--- src/hdl/nand_host_pkg.sv ---
// Constants, codes and types shared by the flash host controller
package nand_host_pkg;
  // Pin timing: every strobe phase lasts one step, except read strobe low, which lasts three
  localparam int         CLK_NS      = 10;
  localparam int         STEP_NS     = 30;
  localparam int         STEP_CYC    = (STEP_NS + CLK_NS - 1) / CLK_NS;
  localparam logic [3:0] STEP_LAST   = 4'(STEP_CYC - 1);
  // Read strobe low time covers read_access_delay plus the input synchroniser
  localparam int         RD_LOW_NS   = 90;
  localparam logic [3:0] RD_LAST     = 4'((RD_LOW_NS + STEP_NS - 1) / STEP_NS - 1);
  // Lag from the last write strobe until busy is visible on the ready pin
  localparam int         BUSY_LAG_NS = 150;
  localparam logic [3:0] GAP_LAST    = 4'((BUSY_LAG_NS + STEP_NS - 1) / STEP_NS - 1);

  // APB register offsets
  localparam logic [11:0] OFS_CTRL = 12'h000;
  localparam logic [11:0] OFS_CFG  = 12'h004;
  localparam logic [11:0] OFS_ADDR = 12'h008;
  localparam logic [11:0] OFS_DATA = 12'h00C;
  localparam logic [11:0] OFS_STAT = 12'h010;

  // Field positions and reset values
  localparam int         CFG_GUARD_BIT = 0;
  localparam int         CFG_SKIP_BIT  = 1;
  localparam int         CFG_SEL_BIT   = 2;
  localparam logic [2:0] CFG_RST       = 3'h0;
  localparam int         ST_ERR_BIT    = 2;
  localparam int         HALF_BIT      = 8;
  localparam int         ROW_LSB       = 9;
  localparam int         BLK_LSB       = 14;

  // Command codes
  localparam logic [7:0] CMD_READ_LO  = 8'h00;
  localparam logic [7:0] CMD_READ_HI  = 8'h01;
  localparam logic [7:0] CMD_SPARE    = 8'h50;
  localparam logic [7:0] CMD_IDENT    = 8'h90;
  localparam logic [7:0] CMD_RESET    = 8'hFF;
  localparam logic [7:0] CMD_PROG     = 8'h80;
  localparam logic [7:0] CMD_PROG_GO  = 8'h10;
  localparam logic [7:0] CMD_ERASE    = 8'h60;
  localparam logic [7:0] CMD_ERASE_GO = 8'hD0;
  localparam logic [7:0] CMD_STATUS   = 8'h70;

  // Program passes allowed on one page between erases
  localparam logic [1:0] PROG_MAIN_MAX  = 2'h2;
  localparam logic [1:0] PROG_SPARE_MAX = 2'h3;

  typedef enum logic [3:0] {
    OP_READ_MAIN, OP_READ_SPARE, OP_IDENTITY_READ_CMD, OP_RESET, OP_PROG_MAIN,
    OP_PROG_SPARE, OP_PROG_GO, OP_ERASE, OP_STATUS
  } op_e;
  typedef enum logic [1:0] {K_CMD, K_ADR, K_WR, K_RD} kind_e;
  typedef enum logic [2:0] {S_IDLE, S_WAIT, S_SETUP, S_LOW, S_HIGH, S_GAP} st_e;
  typedef struct packed {
    logic       last;
    kind_e      kind;
    logic [7:0] data;
  } step_s;
endpackage

--- src/hdl/sync_if.sv ---
// Raw and filtered views of asynchronous pin inputs
interface sync_if #(parameter int W = 1);
  logic [W-1:0] raw;
  logic [W-1:0] clean;
  modport filt (input raw, output clean);
  modport user (output raw, input clean);
endinterface

--- src/hdl/nand_host.sv ---
// APB-controlled host that drives a NAND flash over its command/address/data pins
//
// Our own choices: register access over APB and the register offsets.

module nand_host (
  input  wire logic        CLK_I,
  input  wire logic        ARST_N_I,
  input  wire logic        PSEL_I,
  input  wire logic        PENABLE_I,
  input  wire logic        PWRITE_I,
  input  wire logic [11:0] PADDR_I,
  input  wire logic [31:0] PWDATA_I,
  output logic      [31:0] PRDATA_O,
  output logic             PREADY_O,
  output logic             PSLVERR_O,
  output logic             CHIP_SEL_N_O,
  output logic             CMD_LATCH_O,
  output logic             ADDR_LATCH_O,
  output logic             WRITE_STROBE_N_O,
  output logic             READ_STROBE_N_O,
  output logic             WRITE_GUARD_N_O,
  output logic             SPARE_SKIP_O,
  output logic      [7:0]  SHARED_BYTE_BUS_O,
  output logic             SHARED_BYTE_BUS_OE_O,
  input  wire logic [7:0]  SHARED_BYTE_BUS_I,
  input  wire logic        READY_I
);
  logic [1:0]               rst_q;
  logic                     rst_n;
  logic [3:0]               div;
  nand_host_pkg::st_e       state;
  nand_host_pkg::st_e       next_state;
  logic [2:0]               idx;
  logic [2:0]               next_idx;
  logic [3:0]               cnt;
  logic [3:0]               next_cnt;
  logic [3:0]               op;
  logic                     direct;
  nand_host_pkg::kind_e     dkind;
  logic [7:0]               wbyte;
  logic [7:0]               rbyte;
  logic [7:0]               last_cmd;
  logic [2:0]               cfg;
  logic [23:0]              addr;
  logic                     err;
  logic [14:0]              last_page;
  logic [1:0]               main_cnt;
  logic [1:0]               spare_cnt;
  logic [2:0]               adr_seen;
  nand_host_pkg::step_s     cur;

  // Reset release through two flops
  always_ff @(posedge CLK_I or negedge ARST_N_I) begin
    if (!ARST_N_I) rst_q <= 2'h0;
    else rst_q <= {rst_q[0], 1'b1};
  end
  assign rst_n = rst_q[1];

  sync_if #(.W(9)) pins ();
  assign pins.raw = {READY_I, SHARED_BYTE_BUS_I};
  pin_sync #(.W(9)) u_sync (
    .clk_i   (CLK_I),
    .rst_n_i (rst_n),
    .s       (pins.filt)
  );
  wire       rb_ok  = pins.clean[8];
  wire [7:0] bus_in = pins.clean[7:0];

  // Step divider: all pin phases are whole steps
  wire tick = div == nand_host_pkg::STEP_LAST;
  always_ff @(posedge CLK_I or negedge rst_n) begin
    if (!rst_n) div <= 4'h0;
    else div <= tick ? 4'h0 : div + 4'h1;
  end

  // Address bytes: half select travels in the read command, not an address cycle
  wire [7:0] col = addr[7:0];
  wire [7:0] rlo = addr[nand_host_pkg::ROW_LSB +: 8];
  wire [7:0] rhi = {1'b0, addr[nand_host_pkg::ROW_LSB + 8 +: 7]};
  wire       a8  = addr[nand_host_pkg::HALF_BIT];

  function automatic nand_host_pkg::step_s mk(input nand_host_pkg::kind_e k,
                                               input logic [7:0] d, input logic l);
    nand_host_pkg::step_s s;
    s.kind = k;
    s.data = d;
    s.last = l;
    return s;
  endfunction

  function automatic nand_host_pkg::step_s adr(input logic [2:0] j, input logic fin);
    return mk(nand_host_pkg::K_ADR, (j == 3'h0) ? col : (j == 3'h1) ? rlo : rhi,
              fin & (j == 3'h2));
  endfunction

  // Byte sequence of each operation
  function automatic nand_host_pkg::step_s seq(input logic [3:0] o, input logic [2:0] i);
    nand_host_pkg::step_s s;
    logic                 first;
    first = i == 3'h0;
    s = mk(nand_host_pkg::K_CMD, nand_host_pkg::CMD_RESET, 1'b1);
    case (o)
      nand_host_pkg::OP_READ_MAIN:  s = first ? mk(nand_host_pkg::K_CMD,
          a8 ? nand_host_pkg::CMD_READ_HI : nand_host_pkg::CMD_READ_LO, 1'b0)
          : adr(i - 3'h1, 1'b1);
      nand_host_pkg::OP_READ_SPARE: s = first ? mk(nand_host_pkg::K_CMD,
          nand_host_pkg::CMD_SPARE, 1'b0) : adr(i - 3'h1, 1'b1);
      nand_host_pkg::OP_IDENTITY_READ_CMD:    s = first ? mk(nand_host_pkg::K_CMD,
          nand_host_pkg::CMD_IDENT, 1'b0) : mk(nand_host_pkg::K_ADR, 8'h00, 1'b1);
      nand_host_pkg::OP_PROG_MAIN:  s = first ? mk(nand_host_pkg::K_CMD,
          nand_host_pkg::CMD_PROG, 1'b0) : adr(i - 3'h1, 1'b1);
      nand_host_pkg::OP_PROG_SPARE: s = first ? mk(nand_host_pkg::K_CMD,
          nand_host_pkg::CMD_SPARE, 1'b0) : (i == 3'h1) ? mk(nand_host_pkg::K_CMD,
          nand_host_pkg::CMD_PROG, 1'b0) : adr(i - 3'h2, 1'b1);
      nand_host_pkg::OP_PROG_GO:    s = mk(nand_host_pkg::K_CMD,
          nand_host_pkg::CMD_PROG_GO, 1'b1);
      nand_host_pkg::OP_ERASE:      s = first ? mk(nand_host_pkg::K_CMD,
          nand_host_pkg::CMD_ERASE, 1'b0) : (i == 3'h3) ? mk(nand_host_pkg::K_CMD,
          nand_host_pkg::CMD_ERASE_GO, 1'b1) : adr(i, 1'b0);
      nand_host_pkg::OP_STATUS:     s = first ? mk(nand_host_pkg::K_CMD,
          nand_host_pkg::CMD_STATUS, 1'b0) : mk(nand_host_pkg::K_RD, 8'h00, 1'b1);
      default:                      s = mk(nand_host_pkg::K_CMD,
          nand_host_pkg::CMD_RESET, 1'b1);
    endcase
    return s;
  endfunction

  assign cur = direct ? mk(dkind, wbyte, 1'b1) : seq(op, idx);

  // APB decode
  wire acc    = PSEL_I & PENABLE_I & ~PREADY_O;
  wire take   = PSEL_I & PENABLE_I & PREADY_O & PWRITE_I;
  wire a_ctrl = PADDR_I == nand_host_pkg::OFS_CTRL;
  wire a_cfg  = PADDR_I == nand_host_pkg::OFS_CFG;
  wire a_addr = PADDR_I == nand_host_pkg::OFS_ADDR;
  wire a_data = PADDR_I == nand_host_pkg::OFS_DATA;
  wire a_stat = PADDR_I == nand_host_pkg::OFS_STAT;
  wire mapped = a_ctrl | a_cfg | a_addr | a_data | a_stat;
  wire idle   = state == nand_host_pkg::S_IDLE;

  wire [3:0]  op_new    = PWDATA_I[3:0];
  wire        legal     = op_new <= 4'(nand_host_pkg::OP_STATUS);
  wire        is_pm     = op_new == 4'(nand_host_pkg::OP_PROG_MAIN);
  wire        is_ps     = op_new == 4'(nand_host_pkg::OP_PROG_SPARE);
  wire        is_go     = op_new == 4'(nand_host_pkg::OP_PROG_GO);
  wire        is_er     = op_new == 4'(nand_host_pkg::OP_ERASE);
  wire [14:0] page_new  = addr[23:nand_host_pkg::ROW_LSB];
  wire        same_page = page_new == last_page;
  wire        over      = same_page & ((is_pm & (main_cnt == nand_host_pkg::PROG_MAIN_MAX))
                        | (is_ps & (spare_cnt == nand_host_pkg::PROG_SPARE_MAX)));
  // Confirm without a pending setup would be a lone second cycle
  wire        unpaired  = is_go & (last_cmd != nand_host_pkg::CMD_PROG);
  wire        go_req    = take & a_ctrl;
  wire        go        = go_req & idle & legal & ~over & ~unpaired;
  wire        refuse    = go_req & ~go;
  wire        dgo       = acc & a_data & idle;
  wire        need_rdy  = direct | ~((op == 4'(nand_host_pkg::OP_RESET))
                        | (op == 4'(nand_host_pkg::OP_STATUS)));
  wire        strobe_end = tick & (state == nand_host_pkg::S_LOW)
                         & (next_state == nand_host_pkg::S_HIGH);
  wire        data_done = tick & (state == nand_host_pkg::S_HIGH) & direct & cur.last;
  wire [31:0] rd_word   = a_ctrl ? 32'(op) : a_cfg ? 32'(cfg) : a_addr ? 32'(addr)
                        : a_data ? 32'(rbyte)
                        : a_stat ? 32'({rbyte, 5'h00, err, rb_ok, ~idle}) : 32'h0000_0000;

  always_comb begin
    next_state = state;
    next_idx   = idx;
    next_cnt   = cnt;
    case (state)
      nand_host_pkg::S_IDLE: if (go | dgo) begin
        next_state = nand_host_pkg::S_WAIT;
        next_idx   = 3'h0;
      end
      nand_host_pkg::S_WAIT: if (tick & (rb_ok | ~need_rdy)) begin
        next_state = nand_host_pkg::S_SETUP;
        next_cnt   = 4'h0;
      end
      nand_host_pkg::S_SETUP: if (tick) next_state = nand_host_pkg::S_LOW;
      nand_host_pkg::S_LOW: if (tick) begin
        if ((cur.kind == nand_host_pkg::K_RD) & (cnt != nand_host_pkg::RD_LAST))
          next_cnt = cnt + 4'h1;
        else next_state = nand_host_pkg::S_HIGH;
      end
      nand_host_pkg::S_HIGH: if (tick) begin
        if (!cur.last) begin
          next_state = nand_host_pkg::S_WAIT;
          next_idx   = idx + 3'h1;
        end else if (direct) begin
          next_state = nand_host_pkg::S_IDLE;
        end else begin
          // Hold off the next ready check until busy can show
          next_state = nand_host_pkg::S_GAP;
          next_cnt   = 4'h0;
        end
      end
      nand_host_pkg::S_GAP: if (tick) begin
        if (cnt == nand_host_pkg::GAP_LAST) next_state = nand_host_pkg::S_IDLE;
        else next_cnt = cnt + 4'h1;
      end
      default: next_state = nand_host_pkg::S_IDLE;
    endcase
  end

  always_ff @(posedge CLK_I or negedge rst_n) begin
    if (!rst_n) begin
      state    <= nand_host_pkg::S_IDLE;
      idx      <= 3'h0;
      cnt      <= 4'h0;
      rbyte    <= 8'h00;
      last_cmd <= 8'h00;
      adr_seen <= 3'h0;
    end else begin
      state <= next_state;
      idx   <= next_idx;
      cnt   <= next_cnt;
      if (strobe_end & (cur.kind == nand_host_pkg::K_RD)) rbyte <= bus_in;
      if (strobe_end & (cur.kind == nand_host_pkg::K_CMD)) last_cmd <= cur.data;
      if (idle) adr_seen <= 3'h0;
      else if (strobe_end & (cur.kind == nand_host_pkg::K_ADR)) adr_seen <= adr_seen + 3'h1;
    end
  end

  always_ff @(posedge CLK_I or negedge rst_n) begin
    if (!rst_n) begin
      cfg    <= nand_host_pkg::CFG_RST;
      addr   <= 24'h00_0000;
      op     <= 4'h0;
      direct <= 1'b0;
      dkind  <= nand_host_pkg::K_WR;
      wbyte  <= 8'h00;
      err    <= 1'b0;
    end else begin
      if (take & a_cfg) cfg <= PWDATA_I[2:0];
      if (take & a_addr) addr <= PWDATA_I[23:0];
      if (go) begin
        op     <= op_new;
        direct <= 1'b0;
      end else if (dgo) begin
        direct <= 1'b1;
        dkind  <= PWRITE_I ? nand_host_pkg::K_WR : nand_host_pkg::K_RD;
        wbyte  <= PWDATA_I[7:0];
      end
      // A refusal in the clearing cycle still leaves the flag set
      if (refuse) err <= 1'b1;
      else if (take & a_stat & PWDATA_I[nand_host_pkg::ST_ERR_BIT]) err <= 1'b0;
    end
  end

  // Only the most recent page is tracked, so interleaving pages escapes the cap
  always_ff @(posedge CLK_I or negedge rst_n) begin
    if (!rst_n) begin
      last_page <= 15'h0000;
      main_cnt  <= 2'h0;
      spare_cnt <= 2'h0;
    end else if (go & (is_pm | is_ps)) begin
      last_page <= page_new;
      main_cnt  <= (same_page ? main_cnt : 2'h0) + {1'b0, is_pm};
      spare_cnt <= (same_page ? spare_cnt : 2'h0) + {1'b0, is_ps};
    end else if (go & is_er & (addr[23:nand_host_pkg::BLK_LSB]
                 == last_page[14:nand_host_pkg::BLK_LSB - nand_host_pkg::ROW_LSB])) begin
      main_cnt  <= 2'h0;
      spare_cnt <= 2'h0;
    end
  end

  wire pins_on = (next_state == nand_host_pkg::S_SETUP) | (next_state == nand_host_pkg::S_LOW)
               | (next_state == nand_host_pkg::S_HIGH);
  wire low_ph  = next_state == nand_host_pkg::S_LOW;
  wire rd_kind = cur.kind == nand_host_pkg::K_RD;

  always_ff @(posedge CLK_I or negedge rst_n) begin
    if (!rst_n) begin
      CHIP_SEL_N_O         <= 1'b1;
      CMD_LATCH_O          <= 1'b0;
      ADDR_LATCH_O         <= 1'b0;
      WRITE_STROBE_N_O     <= 1'b1;
      READ_STROBE_N_O      <= 1'b1;
      WRITE_GUARD_N_O      <= 1'b0;
      SPARE_SKIP_O         <= 1'b0;
      SHARED_BYTE_BUS_O    <= 8'h00;
      SHARED_BYTE_BUS_OE_O <= 1'b0;
    end else begin
      // Chip select falls a step before any strobe and rises after the last, unless the CFG_SEL_BIT hold is set
      CHIP_SEL_N_O         <= ~(cfg[nand_host_pkg::CFG_SEL_BIT]
                            | (next_state != nand_host_pkg::S_IDLE));
      CMD_LATCH_O          <= pins_on & (cur.kind == nand_host_pkg::K_CMD);
      ADDR_LATCH_O         <= pins_on & (cur.kind == nand_host_pkg::K_ADR);
      WRITE_STROBE_N_O     <= ~(low_ph & ~rd_kind);
      READ_STROBE_N_O      <= ~(low_ph & rd_kind);
      WRITE_GUARD_N_O      <= cfg[nand_host_pkg::CFG_GUARD_BIT];
      SPARE_SKIP_O         <= cfg[nand_host_pkg::CFG_SKIP_BIT];
      SHARED_BYTE_BUS_O    <= cur.data;
      SHARED_BYTE_BUS_OE_O <= pins_on & ~rd_kind;
    end
  end

  always_ff @(posedge CLK_I or negedge rst_n) begin
    if (!rst_n) begin
      PREADY_O  <= 1'b0;
      PRDATA_O  <= 32'h0000_0000;
      PSLVERR_O <= 1'b0;
    end else begin
      PREADY_O <= acc & (~a_data | data_done);
      if (acc) begin
        PRDATA_O  <= rd_word;
        PSLVERR_O <= ~mapped;
      end
    end
  end
endmodule

--- src/hdl/pin_sync.sv ---
// Three-stage pin synchroniser, a bit changes once stages two and three agree
module pin_sync #(
  parameter int W = 1
) (
  input  wire logic clk_i,
  input  wire logic rst_n_i,
  sync_if.filt      s
);
  logic [W-1:0] s1;
  logic [W-1:0] s2;
  logic [W-1:0] s3;
  logic [W-1:0] clean;

  always_ff @(posedge clk_i or negedge rst_n_i) begin
    if (!rst_n_i) begin
      s1    <= '0;
      s2    <= '0;
      s3    <= '0;
      clean <= '0;
    end else begin
      s1    <= s.raw;
      s2    <= s1;
      s3    <= s2;
      clean <= (s2 & s3) | (clean & (s2 | s3));
    end
  end

  assign s.clean = clean;
endmodule

--- config.mk ---
export PLATFORM = sky130hd
export DESIGN_NAME = nand_host
export DESIGN_NICKNAME = d
export VERILOG_FILES = /design/src/hdl/nand_host_pkg.sv /design/src/hdl/sync_if.sv /design/src/hdl/nand_host.sv /design/src/hdl/pin_sync.sv
export SDC_FILE = /design/constraint.sdc
export NUM_CORES = 1
export LEC_CHECK = 0
export BUFFER_PORTS_ARGS = -buffer_cell sky130_fd_sc_hd__buf_2
export CORE_ASPECT_RATIO = 2
export CORE_MARGIN = 1
export CORE_UTILIZATION = 55
export CTS_CLUSTER_DIAMETER = 40
export CTS_CLUSTER_SIZE = 28
export DETAILED_ROUTE_END_ITERATION = 10
export GPL_ROUTABILITY_DRIVEN = 0
export HOLD_SLACK_MARGIN = 0.06
export PLACE_DENSITY_LB_ADDON = 0.05
export SLEW_MARGIN = 20
export SYNTH_ARGS = -nofsm -noshare
export SYNTH_HDL_FRONTEND = slang
export SYNTH_HIERARCHICAL = 1
export SYNTH_SLANG_ARGS = --single-unit
--- constraint.sdc ---
create_clock -name CLK_I -period 7.2 [get_ports CLK_I]
set_input_delay 1.44 -clock CLK_I [delete_from_list [all_inputs] [get_ports CLK_I]]
set_output_delay 1.44 -clock CLK_I [all_outputs]
set_load 0.005 [all_outputs]
# Word level (Yosys, flattened, before mapping)
# Index checks and enable logic that the tools add are counted.
totals:
  ff_bits: 180
  latchBits: 0
  ram_bits: 0
  mem_bits_ro: 0
  inputBits: 58
  output_inout_bits: 50
  word_cells: 233
  mem_count: 0
op_classes:
  add_sub_neg: 7
  multipliers: 0
  n_div: 0
  n_lt_le_gt_ge: 1
  eq_ne: 50
  shift: 0
  mux: 57
  n_bitwise: 69
  n_reduce_logical: 16
op_table:
  columns: ["op", "n"]
  rows:
  - ["$mux W11", 10]
  - ["$pmux W11 S8", 1]
  - ["$mux W24", 3]
  - ["$mux W8", 5]
  - ["$mux W3", 13]
  - ["$and A1 B1 Y1", 38]
  - ["$eq A4 B3 Y1 const B", 9]
  - ["$mux W4", 9]
  - ["$mux W16", 2]
  - ["$eq A12 B4 Y1 const B", 2]
  - ["$eq A3 B2 Y1 const B", 7]
  - ["$and A9 B9 Y9", 2]
  - ["$or A9 B9 Y9", 2]
  - ["$pmux W3 S6", 1]
  - ["$ne A2 B2 Y1 const B", 8]
  - ["$pmux W4 S4", 1]
  - ["$eq A15 B15 Y1", 1]
  - ["$or A1 B1 Y1", 14]
  - ["$not A1 Y1", 13]
  - ["$eq A12 B3 Y1 const B", 1]
  - ["$eq A12 B5 Y1 const B", 1]
  - ["$eq A3 B1 Y1 const B", 4]
  - ["$eq A4 B2 Y1 const B", 3]
  - ["$logic_not A12 Y1", 1]
  - ["27 further kinds", 49]

# Depth between registers and ports, before layout
# Gate-level depths: netlist (run 1).
logic_depth:
  word_depth: 17
  ltp_mapped: 9
  depth_no_buf: 8

# Cells and area by module
# Netlist (run 1), hierarchy kept.
by_module_without_submodules:
  columns: ["mod", "instances", "cells_each", "area_each_um2", "seq_area_each_um2"]
  rows:
  - ["nand_host", 1, 708, 7330.8, 3382.0]
  - ["pin_sync", 1, 45, 1002.2, 900.9]

# Least setup slack after synthesis (run 1)
# No wires, ideal clock.
synth_path:
  path_type: "in2reg"
  from: "input port PADDR_I[7]"
  to: "register last_page[10]"
  setup_ns: 0.125
  t_arrival_ns: 3.134
  t_required_ns: 7.075
  slack_ns: 3.941
  cell_stages: 8
  path_buffers: 2
  path_cell_list: "nor4_4 nand3_2 nor4_1 o21ai_1 or3_1 buf_4 buf_6 mux2_4"
synth_via:
  elab_chain_cells: 7
synth_lines:
  columns: ["item", "line_no", "rtl"]
  rows:
  - ["start: declaration", "nand_host.sv:11", "input wire logic [11:0] PADDR_I,"]
  - ["$logic_not A12 Y1", "nand_host.sv:133", "wire a_ctrl = PADDR_I == nand_host_pkg::OFS_CTRL;"]
  - ["$and A1 B1 Y1", "nand_host.sv:153", "wire go_req = take & a_ctrl;"]
  - ["$and A1 B1 Y1 (4 in a row)", "nand_host.sv:154", "wire go = go_req & idle & legal & ~over & ~unpaired;"]
  - ["$and A1 B1 Y1", "nand_host.sv:256", "end else if (go & (is_pm | is_ps)) begin"]
  - ["end signal: assignment", "nand_host.sv:257", "last_page <= page_new;"]
  - ["end: declaration", "nand_host.sv:46", "logic [14:0] last_page;"]
# No other way between the ends.
# A chain may end at the register's enable or synchronous reset.

# Final worst setup path (run 1)
layout_path:
  from: "input port PWDATA_I[1]"
  to: "register last_page[1]"
layout_via:
  elab_chain_cells: 8
  word_cells_on_any_way: 16
  classes_between: "order compare (1); eq/ne (3); bitwise (12)"
layout_lines:
  columns: ["item", "line_no", "rtl"]
  rows:
  - ["start: declaration", "nand_host.sv:12", "input wire logic [31:0] PWDATA_I,"]
  - ["$eq A4 B3 Y1, on equally long branches", "nand_host.sv:143, nand_host.sv:144", null]
  - ["$and A1 B1 Y1, on equally long branches", "nand_host.sv:149, nand_host.sv:150", null]
  - ["$or A1 B1 Y1", "nand_host.sv:150", "| (is_ps & (spare_cnt == nand_host_pkg::PROG_SPARE_MAX)));"]
  - ["$and A1 B1 Y1", "nand_host.sv:149", "wire over = same_page & ((is_pm & (main_cnt == nand_host_pkg::PROG_MAIN_MAX))"]
  - ["$not A1 Y1", "nand_host.sv:154", null]
  - ["$and A1 B1 Y1 (2 in a row)", "nand_host.sv:154", null]
  - ["$and A1 B1 Y1 (*)", "nand_host.sv:256", null]
# Every way passes the cells marked *; elsewhere a longest branch is shown, timed or not.

==> results of run 1 <==
==> power breakdown <==
part,switching (mW),internal (mW)
logic,0.0926,0.0609
registers,0.0315,0.994
clock network,0.403,0.566
total,0.527,1.62
==> state kept, by name, summed over array words and instances, names as in the netlist, 3 cells and up <==
| signal | cells |
|---|---|
| PRDATA_O | 24 |
| addr | 24 |
| last_page | 15 |
| u_sync/s.clean | 9 |
| u_sync/s1 | 9 |
| u_sync/s2 | 9 |
| u_sync/s3 | 9 |
| SHARED_BYTE_BUS_O | 8 |
| last_cmd | 8 |
| rbyte | 8 |
| wbyte | 8 |
| cnt | 4 |
| div | 4 |
| op | 4 |
| cfg | 3 |
| idx | 3 |
| state | 3 |
==> layout make-up <==
type	count	area, um2	area share (%)
clock inverter	13	180	1.89
clock buffer	19	443	4.66
timing repair buffer	97	500	5.26
sequential	171	4290	45.1
inverter	34	128	1.34
multi-input combinational	511	3730	39.2
tap	195	244	2.57
==> how the worst min path moves through the flow <==
stage                                 from                     endpoint  slack, ns
CTS                     rst_q[1]$_DFF_PN0_  u_sync/s.clean[8]$_DFF_PN0_       0.35
global placement        rst_q[1]$_DFF_PN0_           cfg[2]$_DFFE_PN0P_       0.33
finish                  rst_q[1]$_DFF_PN0_      PRDATA_O[0]$_DFFE_PN0P_       0.32
floorplan               rst_q[0]$_DFF_PN0_           rst_q[1]$_DFF_PN0_       0.33
detailed placement      rst_q[1]$_DFF_PN0_           PREADY_O$_DFF_PN0_       0.34
global route        u_sync/s1[8]$_DFF_PN0_       u_sync/s2[8]$_DFF_PN0_       0.35
==> logic make-up after synthesis <==
logic type	Yosys count	share of synthesized area [%]
AO/OA/AOI/OAI	167	14.3
XOR/XNOR	24	2.52
adder cells (fa/ha/maj)	22	3.14
buffers and inverters	78	4.25
flip-flops	171	51.4
multiplexers	78	10.7
other	2	0.0901
AND/OR/NAND/NOR	211	13.5
==> routing by layer <==
| metal | vias to the layer above | track usage [%] |
|---|---|---|
| met1 | 3224 | 33.6 |
| li1 | 2888 | - |
| met2 | 298 | 50.7 |
| met5 | - | 0 |
| met3 | 82 | 5.75 |
| met4 | 0 | 18.9 |
==> through the flow <==
step | instance area, um2 | util [%] | power, mW | cells | hold WS [ns]
6_report | 9510 | 64.2 | 2.15 | 1040 | 0.319
5_1_grt | 9510 | 64.2 | 2.23 | 1040 | 0.350
4_1_cts | 9510 | 64.2 | 2.17 | 1040 | 0.350
3_5_place_dp | 8890 | 60.0 | 1.20 | 1008 | 0.336
3_3_place_gp | 8890 | 60.0 | 1.19 | 1008 | 0.327
2_1_floorplan | 8360 | - | 1.14 | 760 | 0.331
==> placed cells by master, fill, tap and decap left out, drive strengths merged, types with 13 or more instances in the layout <==
cell and n:
dfrtp 168, buf 97, mux2 64, nand2 59, inv 39, nor2 38
o21ai 38, nand3 27, a21oi 24, xor2 19, nor3 19, clkbuf 19
nor4 15, mux2i 14, nand2b 13
==> flow_summary.json, run 1 <==
{
  "outcome": "finished, final reports clean",
  "synth_edf_count": 0,
  "cts.reportedPaths.clkPinSlew_ns": 0.07,
  "syn_inst": 753,
  "root_buffer": "clkbuf_16",
  "slew_violations": 0,
  "die_x_um": 89.0,
  "ir_worst_vdd_mv": 0.272,
  "io_pins": 108,
  "route.detailed.drc": 0,
  "clk_latency_ns": 0.44,
  "antenna_found_initial": 0,
  "cp_slowest_cell": "a2111oi_0",
  "p_leak_nw": 4.63,
  "grt_overflow": 0,
  "ys_ff_latch": 171,
  "die_area_mm2": 0.0157,
  "final.setup.tns_ns": 0,
  "synth_area_leaders": "dfrtp_1, mux2_2, nand2_1",
  "grt_max_degree": 69,
  "synth.distinct_cells": 81,
  "drive_gt1_share_pct": 26.3,
  "post_cts.repair.setup_buffers": 0,
  "wl_met2_um": 11400,
  "fin_crit_ns": 3.58,
  "wirelength_met1_um": 7850,
  "start_kind": "primary input",
  "grt_setup_unrepaired": "false",
  "critPathCapture": "last_page[1]$_DFFE_PN0P_",
  "die_h_um": 176,
  "synth_top_flop_cell": "dfrtp_1",
  "rows": 63,
  "syn_avg_cell_area_um2": 11.1,
  "crit_type": "primary input to register",
  "dr.pass1.iters": 6,
  "path_cells": "buf_2 -> inv_1 -> a2111oi_0 -> nor4_1 -> o21ai_1 -> or3_1 -> mux2_2",
  "yosysSeqAreaShare_pct": 51.4,
  "core_area_mm2": 0.0148,
  "netlist.area_leader.share_pct": 50.5,
  "fin_skew_ns": 0.00791,
  "wl_met3_um": 1270,
  "numCtsBuffers": 17,
  "port_buffers": 91,
  "end_kind": "register",
  "arrival_ns": 3.90,
  "cp.depth": 7,
  "finalHoldViolations": 0,
  "timing.final.crit_share_pct": 49.8,
  "ys_top_cells_by_count": "dfrtp_1, nand2_1, mux2_2, nor2_1, o21ai_0",
  "h-tree-depth": 4,
  "r2r_end": "last_cmd[0]$_DFFE_PN0P_",
  "crit_required_ns": 7.52,
  "crit_buf_inv": 2,
  "cpLargestDelayFamily": "compound AO/OA/AOI/OAI gates",
  "grt_first_pass_wirelength_um": 34400,
  "area_delta_synth_final_pct": 14.1,
  "worst_r2r_path_depth": 7,
  "max-slew-margin-rel_pct": 33.1,
  "async_reset_ff_share_pct": 100,
  "top_layer_used": "met4",
  "dr_total_vias": 6492,
  "yosysWarnings": 6,
  "clock.fmax_mhz": 279,
  "dp_slack_ns": 3.22,
  "initial_core_util_pct": 56.2,
  "dp_hpwl_um": 15600,
  "setup_viol": 0,
  "cts_tree": "yes",
  "final_nets": 902,
  "crit_start": "PWDATA_I[1]",
  "syn-cell-area_mm2": 0.00833,
  "via_per_inst": 6.24,
  "grt_pass1_vias": 6559,
  "clk_path_buf_depth": 2,
  "final.setup.worst_slack_ns": 3.62,
  "r2r-start": "idx[1]$_DFFE_PN0P_",
  "clock-sinks": 171,
  "num_antenna_cells": 0,
  "grt.total_usage_pct": 29.9,
  "cts_resized": 0,
  "cp_slowest_stage_delay_ns": 0.74,
  "synth_top_cell_by_area": "dfrtp_1",
  "final_antenna_net_count": 0,
  "cap_viol_max_count": 0,
  "hp-class": "register to async pin",
  "drt_iter0_markers": 563,
  "cellPowerDensity_mw_per_mm2": 226,
  "ctsHoldBuffers": 0,
  "synth_most_common_cell": "dfrtp_1",
  "tightestPinTransition_ns": 0.996,
  "wl_um": 21800,
  "wl_per_cell_um": 21.0,
  "cp_max_fo": 17,
  "reg2reg_setup_slack_ns": 4.02,
  "num-fill-cells": 1242
}
No activity file was read; power rests on OpenSTA's default activity.
==> run 2, diff against run 1 <==
--- a/config.mk
+++ b/config.mk
@@ -5,6 +5,7 @@
 export SDC_FILE = /design/constraint.sdc
 export NUM_CORES = 1
 export LEC_CHECK = 0
+export ABC_AREA = 1
 export BUFFER_PORTS_ARGS = -buffer_cell sky130_fd_sc_hd__buf_2
 export CORE_ASPECT_RATIO = 2
 export CORE_MARGIN = 1
==> constraint.sdc (replaced) <==
create_clock -name CLK_I -period 3.5 [get_ports CLK_I]
set_input_delay 0.7 -clock CLK_I [delete_from_list [all_inputs] [get_ports CLK_I]]
set_output_delay 0.7 -clock CLK_I [all_outputs]
set_load 0.005 [all_outputs]
==> run 2 against run 1 <==
Compared with the run above:
- core utilization grew 0.27 points
- via count grew 6.4%
- first-iteration DRC count shrank 31%
- clock power grew 89%
- largest cell class unchanged
- largest power group unchanged
==> flow_summary.json, run 2 <==
{
  "root_buffer": "clkbuf_16",
  "final_nets": 1155,
  "io_pins": 108,
  "numCtsBuffers": 17,
  "hp-class": "register to async pin",
  "port_buffers": 91,
  "final.setup.tns_ns": 0,
  "area_delta_synth_final_pct": 14.2,
  "switching_power_mw": 1.02,
  "end_kind": "register",
  "clock-sinks": 171,
  "grt_use_met1_pct": 31.7,
  "grt_util_met3_pct": 5.13,
  "cts_tree": "yes",
  "syn_avg_cell_area_um2": 8.51,
  "drive_gt1_share_pct": 18.8,
  "p_leak_nw": 4.89,
  "crit_required_ns": 3.87,
  "clk_latency_ns": 0.43,
  "grt.total_usage_pct": 28.8,
  "yosysWarnings": 6,
  "h-tree-depth": 4,
  "rows": 63,
  "met2_usage_pct": 50.2,
  "cts_resized": 0,
  "synth_most_common_cell": "nand2_1",
  "route.detailed.drc": 0,
  "r2r-start": "idx[1]$_DFFE_PN0P_",
  "die_h_um": 177,
  "ys_ff_latch": 171,
  "ir_worst_vdd_mv": 0.348,
  "slew_violations": 0,
  "crit_type": "register to register",
  "wl_um": 21100,
  "dr.pass1.iters": 5,
  "syn_inst": 988,
  "die_x_um": 89.4,
  "core_area_mm2": 0.0149,
  "syn-cell-area_mm2": 0.00840,
  "ys_top_cells_by_count": "nand2_1, dfrtp_1, inv_1, o21ai_0, nor2_1",
  "synth_area_leaders": "dfrtp_1, nand2_1, inv_1",
  "synth.distinct_cells": 46,
  "p_int_mw": 3.13,
  "start_kind": "register",
  "max-slew-margin-rel_pct": 55.4,
  "clk_path_buf_depth": 2,
  "cap_viol_max_count": 0,
  "combPwrFrac_pct": 6.0,
  "netlist.area_leader.share_pct": 50.0,
  "grt_max_degree": 92,
  "die_area_mm2": 0.0158,
  "timing.final.crit_share_pct": 76.7,
  "grt_first_pass_wirelength_um": 33400,
  "dp_hpwl_um": 15800,
  "grt_overflow": 0,
  "ctsHoldBuffers": 1,
  "async_reset_ff_share_pct": 100,
  "worst_r2r_path_depth": 14,
  "cts.reportedPaths.clkPinSlew_ns": 0.07,
  "seq_power_share_pct": 49.8,
  "p_sw_share_pct": 24.6,
  "cp_max_fo": 15,
  "utilization_pct": 64.4,
  "antenna_found_initial": 0,
  "r2r_end": "CMD_LATCH_O$_DFF_PN0_",
  "wl_per_cell_um": 16.3,
  "initial_core_util_pct": 56.4,
  "synth_edf_count": 0,
  "setup_viol": 0,
  "top_regs": "PRDATA_O x24, addr x24, last_page x15",
  "grt_setup_unrepaired": "false",
  "gr-max-usage-layer": "met2",
  "clock.fmax_mhz": 372,
  "dr_total_vias": 6910,
  "synth_top_cell_by_area": "dfrtp_1",
  "fin_skew_ns": 0.00939,
  "fin_crit_ns": 2.69,
  "synth_top_flop_cell": "dfrtp_1",
  "cellPowerDensity_mw_per_mm2": 432,
  "yosysSeqAreaShare_pct": 51.0,
  "final_cell_mix": "nand2_1, dfrtp_1, inv_1",
  "post_cts.repair.setup_buffers": 0,
  "reg2reg_setup_slack_ns": 0.81,
  "drt_iter0_markers": 391,
  "finalHoldViolations": 0,
  "via_per_inst": 5.34,
  "outcome": "finished, final reports clean",
  "final_common_cell": "nand2_1",
  "arrival_ns": 3.05,
  "clockPowerShare_pct": 44.2,
  "num_antenna_cells": 0,
  "grt_pass1_vias": 6581,
  "tightestPinTransition_ns": 0.668,
  "final_antenna_net_count": 0
}
## run 2: power by group through the flow
| stage | clock [mW] | combinational, mW | sequential, mW |
|---|---|---|---|
| after floorplan | 0 | 0.133 | 2.12 |
| after global placement | 0 | 0.246 | 2.10 |
| after detailed placement | 0 | 0.248 | 2.10 |
| after CTS | 1.87 | 0.252 | 2.07 |
| after global routing | 1.94 | 0.284 | 2.07 |
| final | 1.83 | 0.248 | 2.07 |
## run 2: critical path: stages, from the launching register on
cell and delay (ns):
dfrtp_1 0.41, inv_1 0.20, ha_1 0.24, nand2_1 0.30, nand3_1 0.35, nand2_1 0.10, nor2_2 0.14, nand3_2 0.17
nand4_4 0.14, nand2_1 0.07, nand2_1 0.09, nand2_2 0.08, o21ai_2 0.18, nand2_1 0.08, inv_1 0.06
## run 2: area by class of cell
cell class              instances  area, um2
clock inverters                12        125
multi-input cells             656       3440
repair buffers                100        538
clock buffers                  20        447
inverters                     139        522
flip-flops and latches        171       4290
well taps                     195        244
fillers                      1310       5300
## run 2: stage by stage
step | hold slack (ns) | power (mW) | cells | area [um2] | worst slack, ns
after floorplan | 0.331 | 2.25 | 995 | 8430 | 0.676
after global placement | 0.275 | 2.35 | 1260 | 9020 | 0.747
after detailed placement | 0.275 | 2.35 | 1260 | 9020 | 0.753
after CTS | 0.282 | 4.19 | 1293 | 9600 | 0.799
after global routing | 0.305 | 4.30 | 1293 | 9600 | 0.530
final | 0.259 | 4.15 | 1293 | 9600 | 0.815
## run 2: how the worst max path moves through the flow
stage	from	end	cells after the start
after floorplan	rst_q[1]$_DFF_PN0_	ADDR_LATCH_O$_DFF_PN0_	0
after global placement	PWDATA_I[3]	spare_cnt[0]$_DFFE_PN0P_	13
after detailed placement	PWDATA_I[3]	spare_cnt[0]$_DFFE_PN0P_	13
after CTS	idx[1]$_DFFE_PN0P_	CMD_LATCH_O$_DFF_PN0_	14
after global routing	idx[1]$_DFFE_PN0P_	ADDR_LATCH_O$_DFF_PN0_	13
final	idx[1]$_DFFE_PN0P_	CMD_LATCH_O$_DFF_PN0_	14
## run 2: cell families (layout without fill, tap and decap cells)
family / count (synthesis) / in the layout / share of synthesized area (%)
compound gates: 187 / 187 / 13.4
other cells: 2 / 9 / 0.0894
flops: 171 / 171 / 51.0
mux: 16 / 16 / 2.14
fa+ha+maj: 12 / 12 / 1.79
buf+inv: 168 / 271 / 8.43
xor+xnor: 5 / 5 / 0.521
simple gates: 427 / 427 / 22.7
## run 2: per-layer routing
layer  routed length, um  up-vias  part of all wire (%)
li1                    -     3396                     -
met1                7820     3266                    37
met2               11400      191                    54
met3                 849       57                   4.0
met4                1090        0                   5.2
met5                   0        -                     0
